`src/hdl/irdct_pkg.sv`:
```
// Constants, types and register map of the dual IR counter/timer.
// Assumes one core clock and a byte-wide register port with 12-bit addresses.
package irdct_pkg;
  // ****************************************
  // Register offsets
  // ****************************************
  localparam logic [11:0] ADDR_BYTE_CTL  = 12'hD00;
  localparam logic [11:0] ADDR_SHARE_CTL = 12'hD01;
  localparam logic [11:0] ADDR_WORD_CTL  = 12'hD02;
  localparam logic [11:0] ADDR_AUX_CTL   = 12'hD03;
  localparam logic [11:0] ADDR_BYTE_LO   = 12'hD04;
  localparam logic [11:0] ADDR_BYTE_HI   = 12'hD05;
  localparam logic [11:0] ADDR_WORD_LO   = 12'hD06;
  localparam logic [11:0] ADDR_WORD_HI   = 12'hD07;
  localparam logic [11:0] ADDR_WCAP_LO   = 12'hD08;
  localparam logic [11:0] ADDR_WCAP_HI   = 12'hD09;
  localparam logic [11:0] ADDR_BCAP_LO   = 12'hD0A;
  localparam logic [11:0] ADDR_BCAP_HI   = 12'hD0B;
  // ****************************************
  // Field positions
  // ****************************************
  localparam int CT_EN     = 7;
  localparam int CT_ONESHOT = 6;
  localparam int CT_TOUT   = 5;
  localparam int CT_DEMOD  = 3;
  localparam int CT_CAPIE  = 2;
  localparam int CT_TOIE   = 1;
  localparam int SC_ALTSEL = 6;
  localparam int SC_EDGE   = 4;
  localparam int SC_FIELD  = 2;
  localparam int SC_CINIT  = 1;
  localparam int SC_EINIT  = 0;
  localparam int AC_SRCAMP = 6;
  localparam int AC_SRCCMP = 5;
  localparam int AC_CARCAP = 4;
  localparam int AC_STHI   = 1;
  localparam int AC_STLO   = 0;
  // ****************************************
  // Reset values
  // ****************************************
  localparam logic [7:0] RST_CTL  = 8'h00;
  localparam logic [7:0] RST_HOLD = 8'h00;
  localparam logic [7:0] RST_CAP  = 8'h00;
  // ****************************************
  // Codes and timing
  // ****************************************
  localparam logic [1:0] EDGE_RISE   = 2'h1;
  localparam logic [1:0] EDGE_FALL   = 2'h2;
  localparam logic [1:0] MODE_FORCE0 = 2'h2;
  localparam logic [1:0] MODE_FORCE1 = 2'h3;
  localparam logic [4:0] FILT_W0 = 5'h01;
  localparam logic [4:0] FILT_W1 = 5'h04;
  localparam logic [4:0] FILT_W2 = 5'h08;
  localparam logic [4:0] FILT_W3 = 5'h10;
  localparam logic [7:0] TICK_DIV = 8'h08;
  localparam logic [7:0] CNT8_FULL = 8'hFF;
  localparam logic [7:0] CNT8_ONE  = 8'h01;
  localparam logic [15:0] CNT16_ONE = 16'h0001;
  localparam logic [2:0] CARCAP_SKIP = 3'h2;
  localparam logic [2:0] CARCAP_LAST = 3'h4;

  typedef struct packed {
    logic level;
    logic rise;
    logic fall;
  } irdct_edge_s;

  typedef enum logic [1:0] {
    DM_WAIT  = 2'b00,
    DM_COUNT = 2'b01,
    DM_STOP  = 2'b10
  } irdct_dm_e;
endpackage

```
`src/hdl/irdct_top.sv`:
```
// Dual IR counter/timer: byte timer (transmit, demodulate) and word timer (transmit).
// Assumes a single-cycle register port and asynchronous IR input pins.
//
// Added by the designer: strobed register access.
`timescale 1ns/100ps
`default_nettype none
module irdct_top #(
  parameter logic [7:0] CNT_DIV = irdct_pkg::TICK_DIV
) (
  input  wire logic        core_clk_i,
  input  wire logic        rst_i,
  input  wire logic [11:0] addr_i,
  input  wire logic [7:0]  wdata_i,
  input  wire logic        wr_i,
  input  wire logic        rd_i,
  output logic      [7:0]  rdata_o,
  input  wire logic        primary_input_pin_i,
  input  wire logic        comparator_i,
  input  wire logic        ir_amp_i,
  input  wire logic        alternate_input_pin_i,
  output logic             carrier_output_o,
  output logic             envelope_output_o,
  output logic             byte_timeout_irq_o,
  output logic             byte_capture_irq_o,
  output logic             word_timeout_irq_o
);
  // ****************************************
  // Registers and decode
  // ****************************************
  logic [7:0] bctl_q;
  logic [7:0] sctl_q;
  logic [7:0] wctl_q;
  logic [7:0] actl_q;
  logic [7:0] blo_q;
  logic [7:0] bhi_q;
  logic [7:0] wlo_q;
  logic [7:0] whi_q;
  logic [7:0] wcap_lo_q;
  logic [7:0] wcap_hi_q;
  logic [7:0] bcap_lo_q;
  logic [7:0] bcap_hi_q;
  logic [7:0] rdata_q;
  logic [7:0] div_q;
  logic [7:0] cnt8_q;
  logic [15:0] cnt16_q;
  logic       car_q;
  logic       env_q;
  logic [2:0] ecnt_q;
  logic       bto_irq_q;
  logic       bcap_irq_q;
  logic       wto_irq_q;
  irdct_pkg::irdct_dm_e dm_q;
  irdct_pkg::irdct_edge_s in_edge;

  logic wr_bctl;
  logic wr_wctl;
  logic wr_actl;
  logic tick;
  logic src;
  logic demod;
  logic b_start;
  logic b_tx;
  logic b_term;
  logic b_tout_ev;
  logic b_dto;
  logic b_edge;
  logic cap_ev;
  logic cap_last;
  logic w_start;
  logic w_term;
  logic carcap;
  logic force_env;

  assign wr_bctl = wr_i && (addr_i == irdct_pkg::ADDR_BYTE_CTL);
  assign wr_wctl = wr_i && (addr_i == irdct_pkg::ADDR_WORD_CTL);
  assign wr_actl = wr_i && (addr_i == irdct_pkg::ADDR_AUX_CTL);
  assign demod   = bctl_q[irdct_pkg::CT_DEMOD];
  assign carcap  = actl_q[irdct_pkg::AC_CARCAP];

  // ****************************************
  // Counter clock enable
  // ****************************************
  assign tick = (div_q == (CNT_DIV - 8'h01));

  always_ff @(posedge core_clk_i or posedge rst_i) begin
    if (rst_i) begin
      div_q <= 8'h00;
    end else begin
      div_q <= tick ? 8'h00 : div_q + 8'h01;
    end
  end

  // ****************************************
  // Input select and conditioning
  // ****************************************
  always_comb begin
    if (sctl_q[irdct_pkg::SC_ALTSEL]) begin
      src = alternate_input_pin_i;
    end else if (actl_q[irdct_pkg::AC_SRCAMP]) begin
      src = ir_amp_i;
    end else if (actl_q[irdct_pkg::AC_SRCCMP]) begin
      src = comparator_i;
    end else begin
      src = primary_input_pin_i;
    end
  end

  irdct_input_cond u_cond (
    .core_clk_i (core_clk_i),
    .rst_i      (rst_i),
    .raw_i      (src),
    .filt_sel_i (sctl_q[irdct_pkg::SC_FIELD +: 2]),
    .edge_o     (in_edge)
  );

  assign b_edge = bctl_q[irdct_pkg::CT_EN] && demod &&
                  ((sctl_q[irdct_pkg::SC_EDGE] && in_edge.rise) ||
                   (sctl_q[irdct_pkg::SC_EDGE + 1] && in_edge.fall));

  // ****************************************
  // Byte timer events
  // ****************************************
  assign b_start = wr_bctl && wdata_i[irdct_pkg::CT_EN] && !bctl_q[irdct_pkg::CT_EN];
  assign b_tx    = bctl_q[irdct_pkg::CT_EN] && !demod;
  assign b_term  = b_tx && tick && (cnt8_q == irdct_pkg::CNT8_ONE);
  // Auto-reload flags only when the carrier returns to its initial level
  assign b_tout_ev = b_term && (bctl_q[irdct_pkg::CT_ONESHOT] ||
                     (car_q != sctl_q[irdct_pkg::SC_CINIT]));
  // An edge in the same cycle reloads, so the crossing is not flagged
  assign b_dto = (dm_q == irdct_pkg::DM_COUNT) && bctl_q[irdct_pkg::CT_EN] && demod &&
                 tick && (cnt8_q == irdct_pkg::CNT8_ONE) && !b_edge;
  assign cap_ev   = b_edge && (dm_q == irdct_pkg::DM_COUNT);
  assign cap_last = !carcap || (ecnt_q == irdct_pkg::CARCAP_LAST);

  // ****************************************
  // Byte timer counter and carrier
  // ****************************************
  always_ff @(posedge core_clk_i or posedge rst_i) begin
    if (rst_i) begin
      cnt8_q <= 8'h00;
      car_q  <= 1'b0;
    end else if (b_start) begin
      car_q  <= sctl_q[irdct_pkg::SC_CINIT];
      cnt8_q <= sctl_q[irdct_pkg::SC_CINIT] ? bhi_q : blo_q;
    end else if (b_tx && tick) begin
      if (cnt8_q == irdct_pkg::CNT8_ONE) begin
        car_q <= ~car_q;
        if (bctl_q[irdct_pkg::CT_ONESHOT]) begin
          cnt8_q <= 8'h00;
        end else begin
          cnt8_q <= car_q ? blo_q : bhi_q;
        end
      end else begin
        cnt8_q <= cnt8_q - 8'h01;
      end
    end else if (b_edge && (dm_q != irdct_pkg::DM_STOP)) begin
      cnt8_q <= irdct_pkg::CNT8_FULL;
    end else if ((dm_q == irdct_pkg::DM_COUNT) && demod && bctl_q[irdct_pkg::CT_EN] && tick) begin
      cnt8_q <= cnt8_q - 8'h01;
    end
  end

  // ****************************************
  // Demodulation sequencer
  // ****************************************
  always_ff @(posedge core_clk_i or posedge rst_i) begin
    if (rst_i) begin
      dm_q   <= irdct_pkg::DM_WAIT;
      ecnt_q <= 3'h0;
    end else if (b_start) begin
      dm_q   <= irdct_pkg::DM_WAIT;
      ecnt_q <= 3'h0;
    end else if (b_edge) begin
      case (dm_q)
        irdct_pkg::DM_WAIT: begin
          ecnt_q <= ecnt_q + 3'h1;
          if (!carcap || (ecnt_q == irdct_pkg::CARCAP_SKIP)) begin
            dm_q <= irdct_pkg::DM_COUNT;
          end
        end
        irdct_pkg::DM_COUNT: begin
          ecnt_q <= ecnt_q + 3'h1;
          if (carcap && cap_last) begin
            dm_q <= irdct_pkg::DM_STOP;
          end
        end
        default: begin
          dm_q <= irdct_pkg::DM_STOP;
        end
      endcase
    end
  end

  // Capture registers take no software writes
  always_ff @(posedge core_clk_i or posedge rst_i) begin
    if (rst_i) begin
      bcap_lo_q <= irdct_pkg::RST_CAP;
      bcap_hi_q <= irdct_pkg::RST_CAP;
    end else if (cap_ev && in_edge.rise) begin
      bcap_lo_q <= ~cnt8_q;
    end else if (cap_ev) begin
      bcap_hi_q <= ~cnt8_q;
    end
  end

  // ****************************************
  // Word timer counter and envelope
  // ****************************************
  assign w_start = wr_wctl && wdata_i[irdct_pkg::CT_EN] && !wctl_q[irdct_pkg::CT_EN];
  assign w_term  = wctl_q[irdct_pkg::CT_EN] && tick && (cnt16_q == irdct_pkg::CNT16_ONE);

  always_ff @(posedge core_clk_i or posedge rst_i) begin
    if (rst_i) begin
      cnt16_q <= 16'h0000;
    end else if (w_start) begin
      cnt16_q <= {whi_q, wlo_q};
    end else if (w_term) begin
      cnt16_q <= wctl_q[irdct_pkg::CT_ONESHOT] ? 16'h0000 : {whi_q, wlo_q};
    end else if (wctl_q[irdct_pkg::CT_EN] && tick) begin
      cnt16_q <= cnt16_q - 16'h0001;
    end
  end

  // Envelope holds still under carrier-capture
  always_ff @(posedge core_clk_i or posedge rst_i) begin
    if (rst_i) begin
      env_q <= 1'b0;
    end else if (carcap) begin
      env_q <= env_q;
    end else if (w_start) begin
      env_q <= sctl_q[irdct_pkg::SC_EINIT];
    end else if (w_term) begin
      env_q <= ~env_q;
    end
  end

  // ****************************************
  // Control registers
  // ****************************************
  always_ff @(posedge core_clk_i or posedge rst_i) begin
    if (rst_i) begin
      bctl_q <= irdct_pkg::RST_CTL;
    end else begin
      if (wr_bctl) begin
        bctl_q <= wdata_i;
      end else if (b_term && bctl_q[irdct_pkg::CT_ONESHOT]) begin
        bctl_q[irdct_pkg::CT_EN] <= 1'b0;
      end
      // Set wins over a write-one clear
      bctl_q[irdct_pkg::CT_TOUT] <= b_tout_ev || b_dto ||
        (bctl_q[irdct_pkg::CT_TOUT] && !(wr_bctl && wdata_i[irdct_pkg::CT_TOUT]));
    end
  end

  always_ff @(posedge core_clk_i or posedge rst_i) begin
    if (rst_i) begin
      wctl_q <= irdct_pkg::RST_CTL;
    end else begin
      if (wr_wctl) begin
        wctl_q <= wdata_i;
      end else if (w_term && wctl_q[irdct_pkg::CT_ONESHOT]) begin
        wctl_q[irdct_pkg::CT_EN] <= 1'b0;
      end
      wctl_q[irdct_pkg::CT_TOUT] <= w_term ||
        (wctl_q[irdct_pkg::CT_TOUT] && !(wr_wctl && wdata_i[irdct_pkg::CT_TOUT]));
    end
  end

  // Edge status bits sit in the aux register, cleared by writing one
  always_ff @(posedge core_clk_i or posedge rst_i) begin
    if (rst_i) begin
      actl_q <= irdct_pkg::RST_CTL;
    end else begin
      if (wr_actl) begin
        actl_q[7:2] <= wdata_i[7:2];
      end
      actl_q[irdct_pkg::AC_STLO] <= (cap_ev && in_edge.rise) ||
        (actl_q[irdct_pkg::AC_STLO] && !(wr_actl && wdata_i[irdct_pkg::AC_STLO]));
      actl_q[irdct_pkg::AC_STHI] <= (cap_ev && !in_edge.rise) ||
        (actl_q[irdct_pkg::AC_STHI] && !(wr_actl && wdata_i[irdct_pkg::AC_STHI]));
    end
  end

  // Holds may change at any time; the counter sees them at its next load
  always_ff @(posedge core_clk_i or posedge rst_i) begin
    if (rst_i) begin
      sctl_q <= irdct_pkg::RST_CTL;
      blo_q  <= irdct_pkg::RST_HOLD;
      bhi_q  <= irdct_pkg::RST_HOLD;
      wlo_q  <= irdct_pkg::RST_HOLD;
      whi_q  <= irdct_pkg::RST_HOLD;
    end else if (wr_i) begin
      case (addr_i)
        irdct_pkg::ADDR_SHARE_CTL: sctl_q <= wdata_i;
        irdct_pkg::ADDR_BYTE_LO:   blo_q  <= wdata_i;
        irdct_pkg::ADDR_BYTE_HI:   bhi_q  <= wdata_i;
        irdct_pkg::ADDR_WORD_LO:   wlo_q  <= wdata_i;
        irdct_pkg::ADDR_WORD_HI:   whi_q  <= wdata_i;
        default: begin
        end
      endcase
    end
  end

  // Word demodulation is not built, so its captures stay at reset
  always_ff @(posedge core_clk_i or posedge rst_i) begin
    if (rst_i) begin
      wcap_lo_q <= irdct_pkg::RST_CAP;
      wcap_hi_q <= irdct_pkg::RST_CAP;
    end else begin
      wcap_lo_q <= wcap_lo_q;
      wcap_hi_q <= wcap_hi_q;
    end
  end

  // ****************************************
  // Read port and request pulses
  // ****************************************
  always_ff @(posedge core_clk_i or posedge rst_i) begin
    if (rst_i) begin
      rdata_q <= 8'h00;
    end else if (rd_i) begin
      case (addr_i)
        irdct_pkg::ADDR_BYTE_CTL:  rdata_q <= bctl_q;
        irdct_pkg::ADDR_SHARE_CTL: rdata_q <= sctl_q;
        irdct_pkg::ADDR_WORD_CTL:  rdata_q <= wctl_q;
        irdct_pkg::ADDR_AUX_CTL:   rdata_q <= actl_q;
        irdct_pkg::ADDR_BYTE_LO:   rdata_q <= blo_q;
        irdct_pkg::ADDR_BYTE_HI:   rdata_q <= bhi_q;
        irdct_pkg::ADDR_WORD_LO:   rdata_q <= wlo_q;
        irdct_pkg::ADDR_WORD_HI:   rdata_q <= whi_q;
        irdct_pkg::ADDR_WCAP_LO:   rdata_q <= wcap_lo_q;
        irdct_pkg::ADDR_WCAP_HI:   rdata_q <= wcap_hi_q;
        irdct_pkg::ADDR_BCAP_LO:   rdata_q <= bcap_lo_q;
        irdct_pkg::ADDR_BCAP_HI:   rdata_q <= bcap_hi_q;
        default:                   rdata_q <= 8'h00;
      endcase
    end else begin
      rdata_q <= 8'h00;
    end
  end

  always_ff @(posedge core_clk_i or posedge rst_i) begin
    if (rst_i) begin
      bto_irq_q  <= 1'b0;
      bcap_irq_q <= 1'b0;
      wto_irq_q  <= 1'b0;
    end else begin
      bto_irq_q  <= (b_tout_ev || b_dto) && bctl_q[irdct_pkg::CT_TOIE];
      bcap_irq_q <= cap_ev && cap_last && bctl_q[irdct_pkg::CT_CAPIE];
      wto_irq_q  <= w_term && wctl_q[irdct_pkg::CT_TOIE];
    end
  end

  // ****************************************
  // Outputs
  // ****************************************
  // The mode field doubles as filter select while the byte timer demodulates
  assign force_env = !demod && sctl_q[irdct_pkg::SC_FIELD + 1];

  assign rdata_o            = rdata_q;
  assign byte_timeout_irq_o = bto_irq_q;
  assign byte_capture_irq_o = bcap_irq_q;
  assign word_timeout_irq_o = wto_irq_q;
  assign carrier_output_o   = b_tx ? car_q : ~sctl_q[irdct_pkg::SC_CINIT];
  assign envelope_output_o  = force_env ? sctl_q[irdct_pkg::SC_FIELD] :
                              wctl_q[irdct_pkg::CT_EN] ? env_q : ~sctl_q[irdct_pkg::SC_EINIT];
endmodule
`default_nettype wire

```
`src/hdl/irdct_input_cond.sv`:
```
// Input conditioner: synchroniser, glitch filter and edge pulses.
// Assumes the raw input is asynchronous to the core clock.
`timescale 1ns/100ps
`default_nettype none
module irdct_input_cond (
  input  wire logic              core_clk_i,
  input  wire logic              rst_i,
  input  wire logic              raw_i,
  input  wire logic [1:0]        filt_sel_i,
  output var irdct_pkg::irdct_edge_s edge_o
);
  logic       sync1_q;
  logic       sync2_q;
  logic       sync3_q;
  logic       agreed_q;
  logic       filt_q;
  logic [4:0] run_q;
  logic [4:0] width;
  logic       accept;

  always_comb begin
    case (filt_sel_i)
      2'h0:    width = irdct_pkg::FILT_W0;
      2'h1:    width = irdct_pkg::FILT_W1;
      2'h2:    width = irdct_pkg::FILT_W2;
      default: width = irdct_pkg::FILT_W3;
    endcase
  end

  // A change counts once the second and third stages agree
  always_ff @(posedge core_clk_i or posedge rst_i) begin
    if (rst_i) begin
      sync1_q  <= 1'b0;
      sync2_q  <= 1'b0;
      sync3_q  <= 1'b0;
      agreed_q <= 1'b0;
    end else begin
      sync1_q <= raw_i;
      sync2_q <= sync1_q;
      sync3_q <= sync2_q;
      if (sync2_q == sync3_q) begin
        agreed_q <= sync3_q;
      end
    end
  end

  // New level must persist for the filter width before it is taken
  assign accept = (agreed_q != filt_q) && ((run_q + 5'h01) >= width);

  always_ff @(posedge core_clk_i or posedge rst_i) begin
    if (rst_i) begin
      filt_q <= 1'b0;
      run_q  <= 5'h00;
    end else if (agreed_q == filt_q) begin
      run_q <= 5'h00;
    end else if (accept) begin
      filt_q <= agreed_q;
      run_q  <= 5'h00;
    end else begin
      run_q <= run_q + 5'h01;
    end
  end

  always_ff @(posedge core_clk_i or posedge rst_i) begin
    if (rst_i) begin
      edge_o <= '0;
    end else begin
      edge_o.level <= accept ? agreed_q : filt_q;
      edge_o.rise  <= accept & agreed_q;
      edge_o.fall  <= accept & ~agreed_q;
    end
  end
endmodule
`default_nettype wire

```
`config.mk`:
```
export PLATFORM = sky130hd
export DESIGN_NAME = irdct_top
export DESIGN_NICKNAME = d
export VERILOG_FILES = /design/src/hdl/irdct_pkg.sv /design/src/hdl/irdct_top.sv /design/src/hdl/irdct_input_cond.sv
export SDC_FILE = /design/constraint.sdc
export NUM_CORES = 1
export LEC_CHECK = 0
export ABC_AREA = 1
export BUFFER_PORTS_ARGS = -buffer_cell sky130_fd_sc_hd__buf_4
export CAP_MARGIN = 20
export CORE_ASPECT_RATIO = 1.4
export CORE_UTILIZATION = 50
export CTS_CLUSTER_DIAMETER = 80
export CTS_CLUSTER_SIZE = 10
export DETAILED_ROUTE_END_ITERATION = 10
export GPL_ROUTABILITY_DRIVEN = 0
export GPL_TIMING_DRIVEN = 1
export PLACE_DENSITY = 0.7
export SETUP_SLACK_MARGIN = 0.3
export SLEW_MARGIN = 20
export SYNTH_ARGS = -nofsm -noshare
export SYNTH_HDL_FRONTEND = slang
export SYNTH_SLANG_ARGS = --single-unit
```
`constraint.sdc`:
```
create_clock -name core_clk_i -period 9.35 [get_ports core_clk_i]
set_input_delay 0.935 -clock core_clk_i [delete_from_list [all_inputs] [get_ports core_clk_i]]
set_output_delay 0.935 -clock core_clk_i [all_outputs]
set_load 0.005 [all_outputs]
```
Word-level counts from Yosys, hierarchy flattened
Index checks and enable logic that the tools add are counted.
{ "totals": {"register_bits": 142, "in_bits": 28, "out_inout_bits": 13} }
{ "op_classes": {"n_bitwise": 11, "mux": 41, "n_reduce_logical": 88, "eq_ne": 25, "order_cmp": 1, "add_sub_neg": 5} }
{ "op_table": {"columns": ["operator", "n"], "rows": [
  ["== test 12 bit (second input constant)", 10],
  ["2-to-1 mux 8 bit", 10],
  ["case mux 8 bit (10 select lines)", 1],
  ["2-to-1 mux 16 bit", 4],
  ["logical AND 1 bit", 46],
  ["AND reduction 2 bit", 10],
  ["== test 16 x 1 -> 1 bit (second input constant)", 1],
  ["subtractor 16 x 1 -> 16 bit (second input constant)", 1],
  ["2-to-1 mux 1 bit", 15],
  ["case mux 5 bit (3 select lines)", 1],
  ["nonzero test 2 bit", 7],
  ["logical NOT 1 bit", 10],
  ["2-to-1 mux 5 bit", 2],
  ["logical OR 1 bit", 9],
  ["2-to-1 mux 3 bit", 3],
  ["adder 8 x 1 -> 8 bit (second input constant)", 1],
  ["== test 8 x 1 -> 1 bit (second input constant)", 1],
  ["== test 8 x 3 -> 1 bit (second input constant)", 1],
  ["2-to-1 mux 2 bit", 4],
  ["inverter 1 bit", 8],
  ["inverter 8 bit", 1],
  ["subtractor 8 x 1 -> 8 bit (second input constant)", 1],
  ["adder 5 x 1 -> 5 bit (second input constant)", 1],
  ["greater-or-equal comparator 5 bit", 1],
  ["17 further kinds", 22]
]} }

Depth between registers and ports, before layout
{ "logic_depth": {"word_depth": 8, "depth_mapped": 13} }

Hierarchy
A second synthesis with hierarchy kept.
{ "unflattened": {"hier_cells": 1108, "area_unflattened_um2": 8201.6} }
{ "modules_own_cells": {"columns": ["mod", "seq_area_each_um2", "area_each_um2", "cells_per_inst", "n_inst"], "rows": [
  ["irdct_top", 3253.1, 7569.8, 1043, 1],
  ["irdct_input_cond", 325.3, 631.9, 65, 1]
]} }

Least setup slack after synthesis
OpenSTA, ideal clock, no wires.
{ "synth_path": {"kind": "input to register", "from": "in addr_i[9]", "to": "reg cnt8_q[0]", "n_path_buf": 2, "setup_ns": 0.124, "slack_ns": 7.226, "arrival_ns": 2.000, "stages": 10, "t_required_ns": 9.226, "cell_sequence": "inv_1 nand2_1 nor2_2 buf_6 nand2_1 nor2_2 nand4_4 buf_6 o211ai_1 nand2_1"} }
{ "synth_via": {"elab_chain_cells": 5, "word_cells_on_any_way": 6, "cone_classes": "1 x eq/ne; 1 x mux; 4 x reduce/logical"} }
{ "synth_lines": {"columns": ["item", "line_no", "source"], "rows": [
  ["start: declaration", "irdct_top.sv:12", "input wire logic [11:0] addr_i,"],
  ["== test 12 bit (*)", "irdct_top.sv:74", "assign wr_bctl = wr_i && (addr_i == irdct_pkg::ADDR_BYTE_CTL);"],
  ["logical AND 1 bit (*)", "irdct_top.sv:74", null],
  ["logical AND 1 bit (*) (2 in a row)", "irdct_top.sv:123", "assign b_start = wr_bctl && wdata_i[irdct_pkg::CT_EN] && !bctl_q[irdct_pkg::CT_EN];"],
  ["nonzero test 4 bit (no line) or 2-to-1 mux 8 bit (tied branches)", null, null],
  ["end signal: assignment", "irdct_top.sv:144", "cnt8_q <= sctl_q[irdct_pkg::SC_CINIT] ? bhi_q : blo_q;"],
  ["end signal: assignment", "irdct_top.sv:151", "cnt8_q <= car_q ? blo_q : bhi_q;"],
  ["end signal: assignment", "irdct_top.sv:154", "cnt8_q <= cnt8_q - 8'h01;"],
  ["end: declaration", "irdct_top.sv:44", "logic [7:0] cnt8_q;"]
]} }
Every way passes the cells marked *; elsewhere a longest branch is shown, timed or not.
A chain may end at the register's enable or synchronous reset.

Worst setup path after layout
{ "layout_path": {"from": "in addr_i[5]", "to": "reg bhi_q[2]"} }
{ "layout_via": {"elab_chain_cells": 2} }
{ "layout_lines": {"columns": ["item", "line_no", "source"], "rows": [
  ["== test 12 bit", "irdct_top.sv:293", "case (addr_i)"],
  ["AND reduction 2 bit (no line)", null, null],
  ["end signal: assignment", "irdct_top.sv:289", "bhi_q <= irdct_pkg::RST_HOLD;"],
  ["end signal: assignment", "irdct_top.sv:296", "irdct_pkg::ADDR_BYTE_HI: bhi_q <= wdata_i;"],
  ["end: declaration", "irdct_top.sv:35", "logic [7:0] bhi_q;"]
]} }
Every way passes these cells.

==> metrics <==
Initial Utilization=0.514; clk_lat worst skew=430 ps; number of synthesized flops with an enable pin=0; Root Buffer=clkbuf_16; Post-DP HPWL=17800 microns; average via count per standard cell=5.56; via count=7948; initial antenna violation count=0; sequential fraction of the synthesis area=0.411; nets@finish=1255; # diodes=0; first-pass GRT wire length=39300 microns; Final Util=0.574; dominant synthesized flop cell=dfrtp_1; Max Freq=332 MHz; Synth area leader=dfrtp_1; outcome=complete, no violations; leak pwr=4.86 nW; die height=158 microns; area added between synthesis and finish=11.5%; CTS tree=built; Worst Path Required=9670 ps; I/O Buffers=40; CTS Sinks=142; register bit total from synthesis=142; Max-Cap Viols=0; Critical Path End Type=flip-flop; Worst Path Arrival=3330 ps; worst-path maximum fanout=22; pin count of the biggest net entering global routing=73; H-Tree Depth=4; Mean Syn Cell Area=7.22 sq um; Reg clk slew, reported paths=60 ps; DRC Markers=0; Total Wirelength=24200 microns; Final ANT Viol Nets=0; post-synthesis cell count=1197; final setup skew=9.92 ps; Clock Path Buffers=2; worst-margin pin slew=901 ps; synthesized area=0.00865 sq mm; Async SR Flop Fraction=1.00; RSZ-0062 raised after global routing=false; startpoint types=primary input; cts hold-fix bufs=0; Num CTS Buffers=17; Post-synth top cells=400 x nand2_1, 142 x dfrtp_1, 114 x inv_1; minimum clock period=3020 ps; most common cell in the netlist=nand2_1; Avg WL per Cell=16.9 microns; detailed router's first-iteration violation count=679; top-area cell type share of the netlist area=0.411; Core Area=0.0168 sq mm; die width=113 microns; fin. max-slew vios=0; GRT Residual Overflow=0; reg2reg setup slack=6960 ps; fraction of layout cells with a size suffix above 1=0.112; CP Class=primary input to flip-flop; Post-CTS Setup Repair Bufs=0; Final Worst Setup Slack=6330 ps; Pre-antenna DRT Iters=5; hold crit path type=flip-flop to flip-flop; vias in the first global route=7630; maximum vdd ir drop=0.000103 V; Synth area leaders=dfrtp_1 41%, nand2_1 17%, nand3_1 5.4%, o21ai_0 5.2%, inv_1 4.9%; Tcrit/Tclk final=0.323; setup violators final=0; Netlist cell types=45; Rel. slew slack=0.400; Post-CTS Resized=0; total die area=0.0178 sq mm; I/O pins=41; Final Hold Vio Count=0; P per Cell Area=160 mW/mm^2; synth warn=0; DP Worst Slack=6020 ps; Final Hold Slack=356 ps; total track usage=0.290; Syn Nets=1238; setup TNS=0 ps; FP Rows=56
[placed cells by master (no fill, tap or decap), types with 9 or more instances in the layout]
master / synthesis / layout
a21oi_1: 13 / 13
buf_4: 3 / 42
clkbuf_16: 0 / 17
dfrtp_1: 142 / 142
ha_1: 13 / 13
inv_1: 114 / 113
nand2_1: 400 / 400
nand3_1: 93 / 93
nand4_1: 61 / 61
nor2_1: 96 / 96
nor2_2: 15 / 15
nor3_1: 10 / 10
o21ai_0: 89 / 89
o21ai_1: 25 / 25
o21ai_2: 9 / 9
xor2_1: 12 / 12
[cell families after synthesis]
kind of cell / share of synthesized area
AO/OA/AOI/OAI: 0.0904
XOR/XNOR: 0.0152
adder cells (fa/ha/maj): 0.0200
buffers and inverters: 0.0864
flip-flops: 0.411
multiplexers: 0.00116
AND/OR/NAND/NOR: 0.376
[stage by stage]
stage               std cells  power, mW  instance area, sq um
global placement         1398      0.744                  8940
global route             1430       1.59                  9650
floorplan                1197      0.712                  8650
detailed placement       1398      0.745                  8940
CTS                      1430       1.55                  9650
finish                   1430       1.54                  9650
[state kept, by name, indices dropped and copies added, names as in the netlist, 2 cells and up]
| name | flops |
|---|---|
| actl_q | 8 |
| bcap_hi_q | 8 |
| bcap_lo_q | 8 |
| bctl_q | 8 |
| bhi_q | 8 |
| blo_q | 8 |
| cnt16_q | 16 |
| cnt8_q | 8 |
| div_q | 8 |
| dm_q | 2 |
| ecnt_q | 3 |
| rdata_o | 8 |
| sctl_q | 8 |
| u_cond.edge_o | 2 |
| u_cond.run_q | 5 |
| wctl_q | 8 |
| whi_q | 8 |
| wlo_q | 8 |
[report_power, final]
part,switching [mW],internal (mW),total [mW]
clock network,0.273,0.536,0.809
logic,0.0705,0.0313,0.102
registers,0.00848,0.624,0.632
[per-layer routing]
metal	up-vias	track usage	part of all wire
met5	-	0	0
met4	0	0.217	0.069
met3	87	0.0486	0.035
met2	212	0.499	0.50
met1	3719	0.323	0.40
li1	3930	-	-
[cell type report]
cell class                 instances  area (sq um)
clock buffer                      19           443
clock inverter                    13           259
fill                            1566          7170
inverter                         124           473
multi-input combinational        887          4350
sequential                       142          3550
tap                              203           254
timing repair buffer              42           315
[worst max-delay path, cell delays in order]
cell	delay [ps]
buf_4	110
nor2_2	120
nand2_2	260
nor2_2	770
nand4_1	710
o21ai_0	410
[worst paths after layout]
check / end / start / cells after the start
min in group asynchronous: u_cond.run_q[2] / rst_i / 2
worst min register to register: u_cond.sync2_q / u_cond.sync1_q / 0
worst min-delay path: u_cond.sync2_q / u_cond.sync1_q / 0
worst max-delay path: bhi_q[2] / addr_i[5] / 6
max in group asynchronous: cnt8_q[7] / rst_i / 3
worst max register to register: cnt16_q[15] / wctl_q[7] / 6
(Power assumes the default switching activity.)
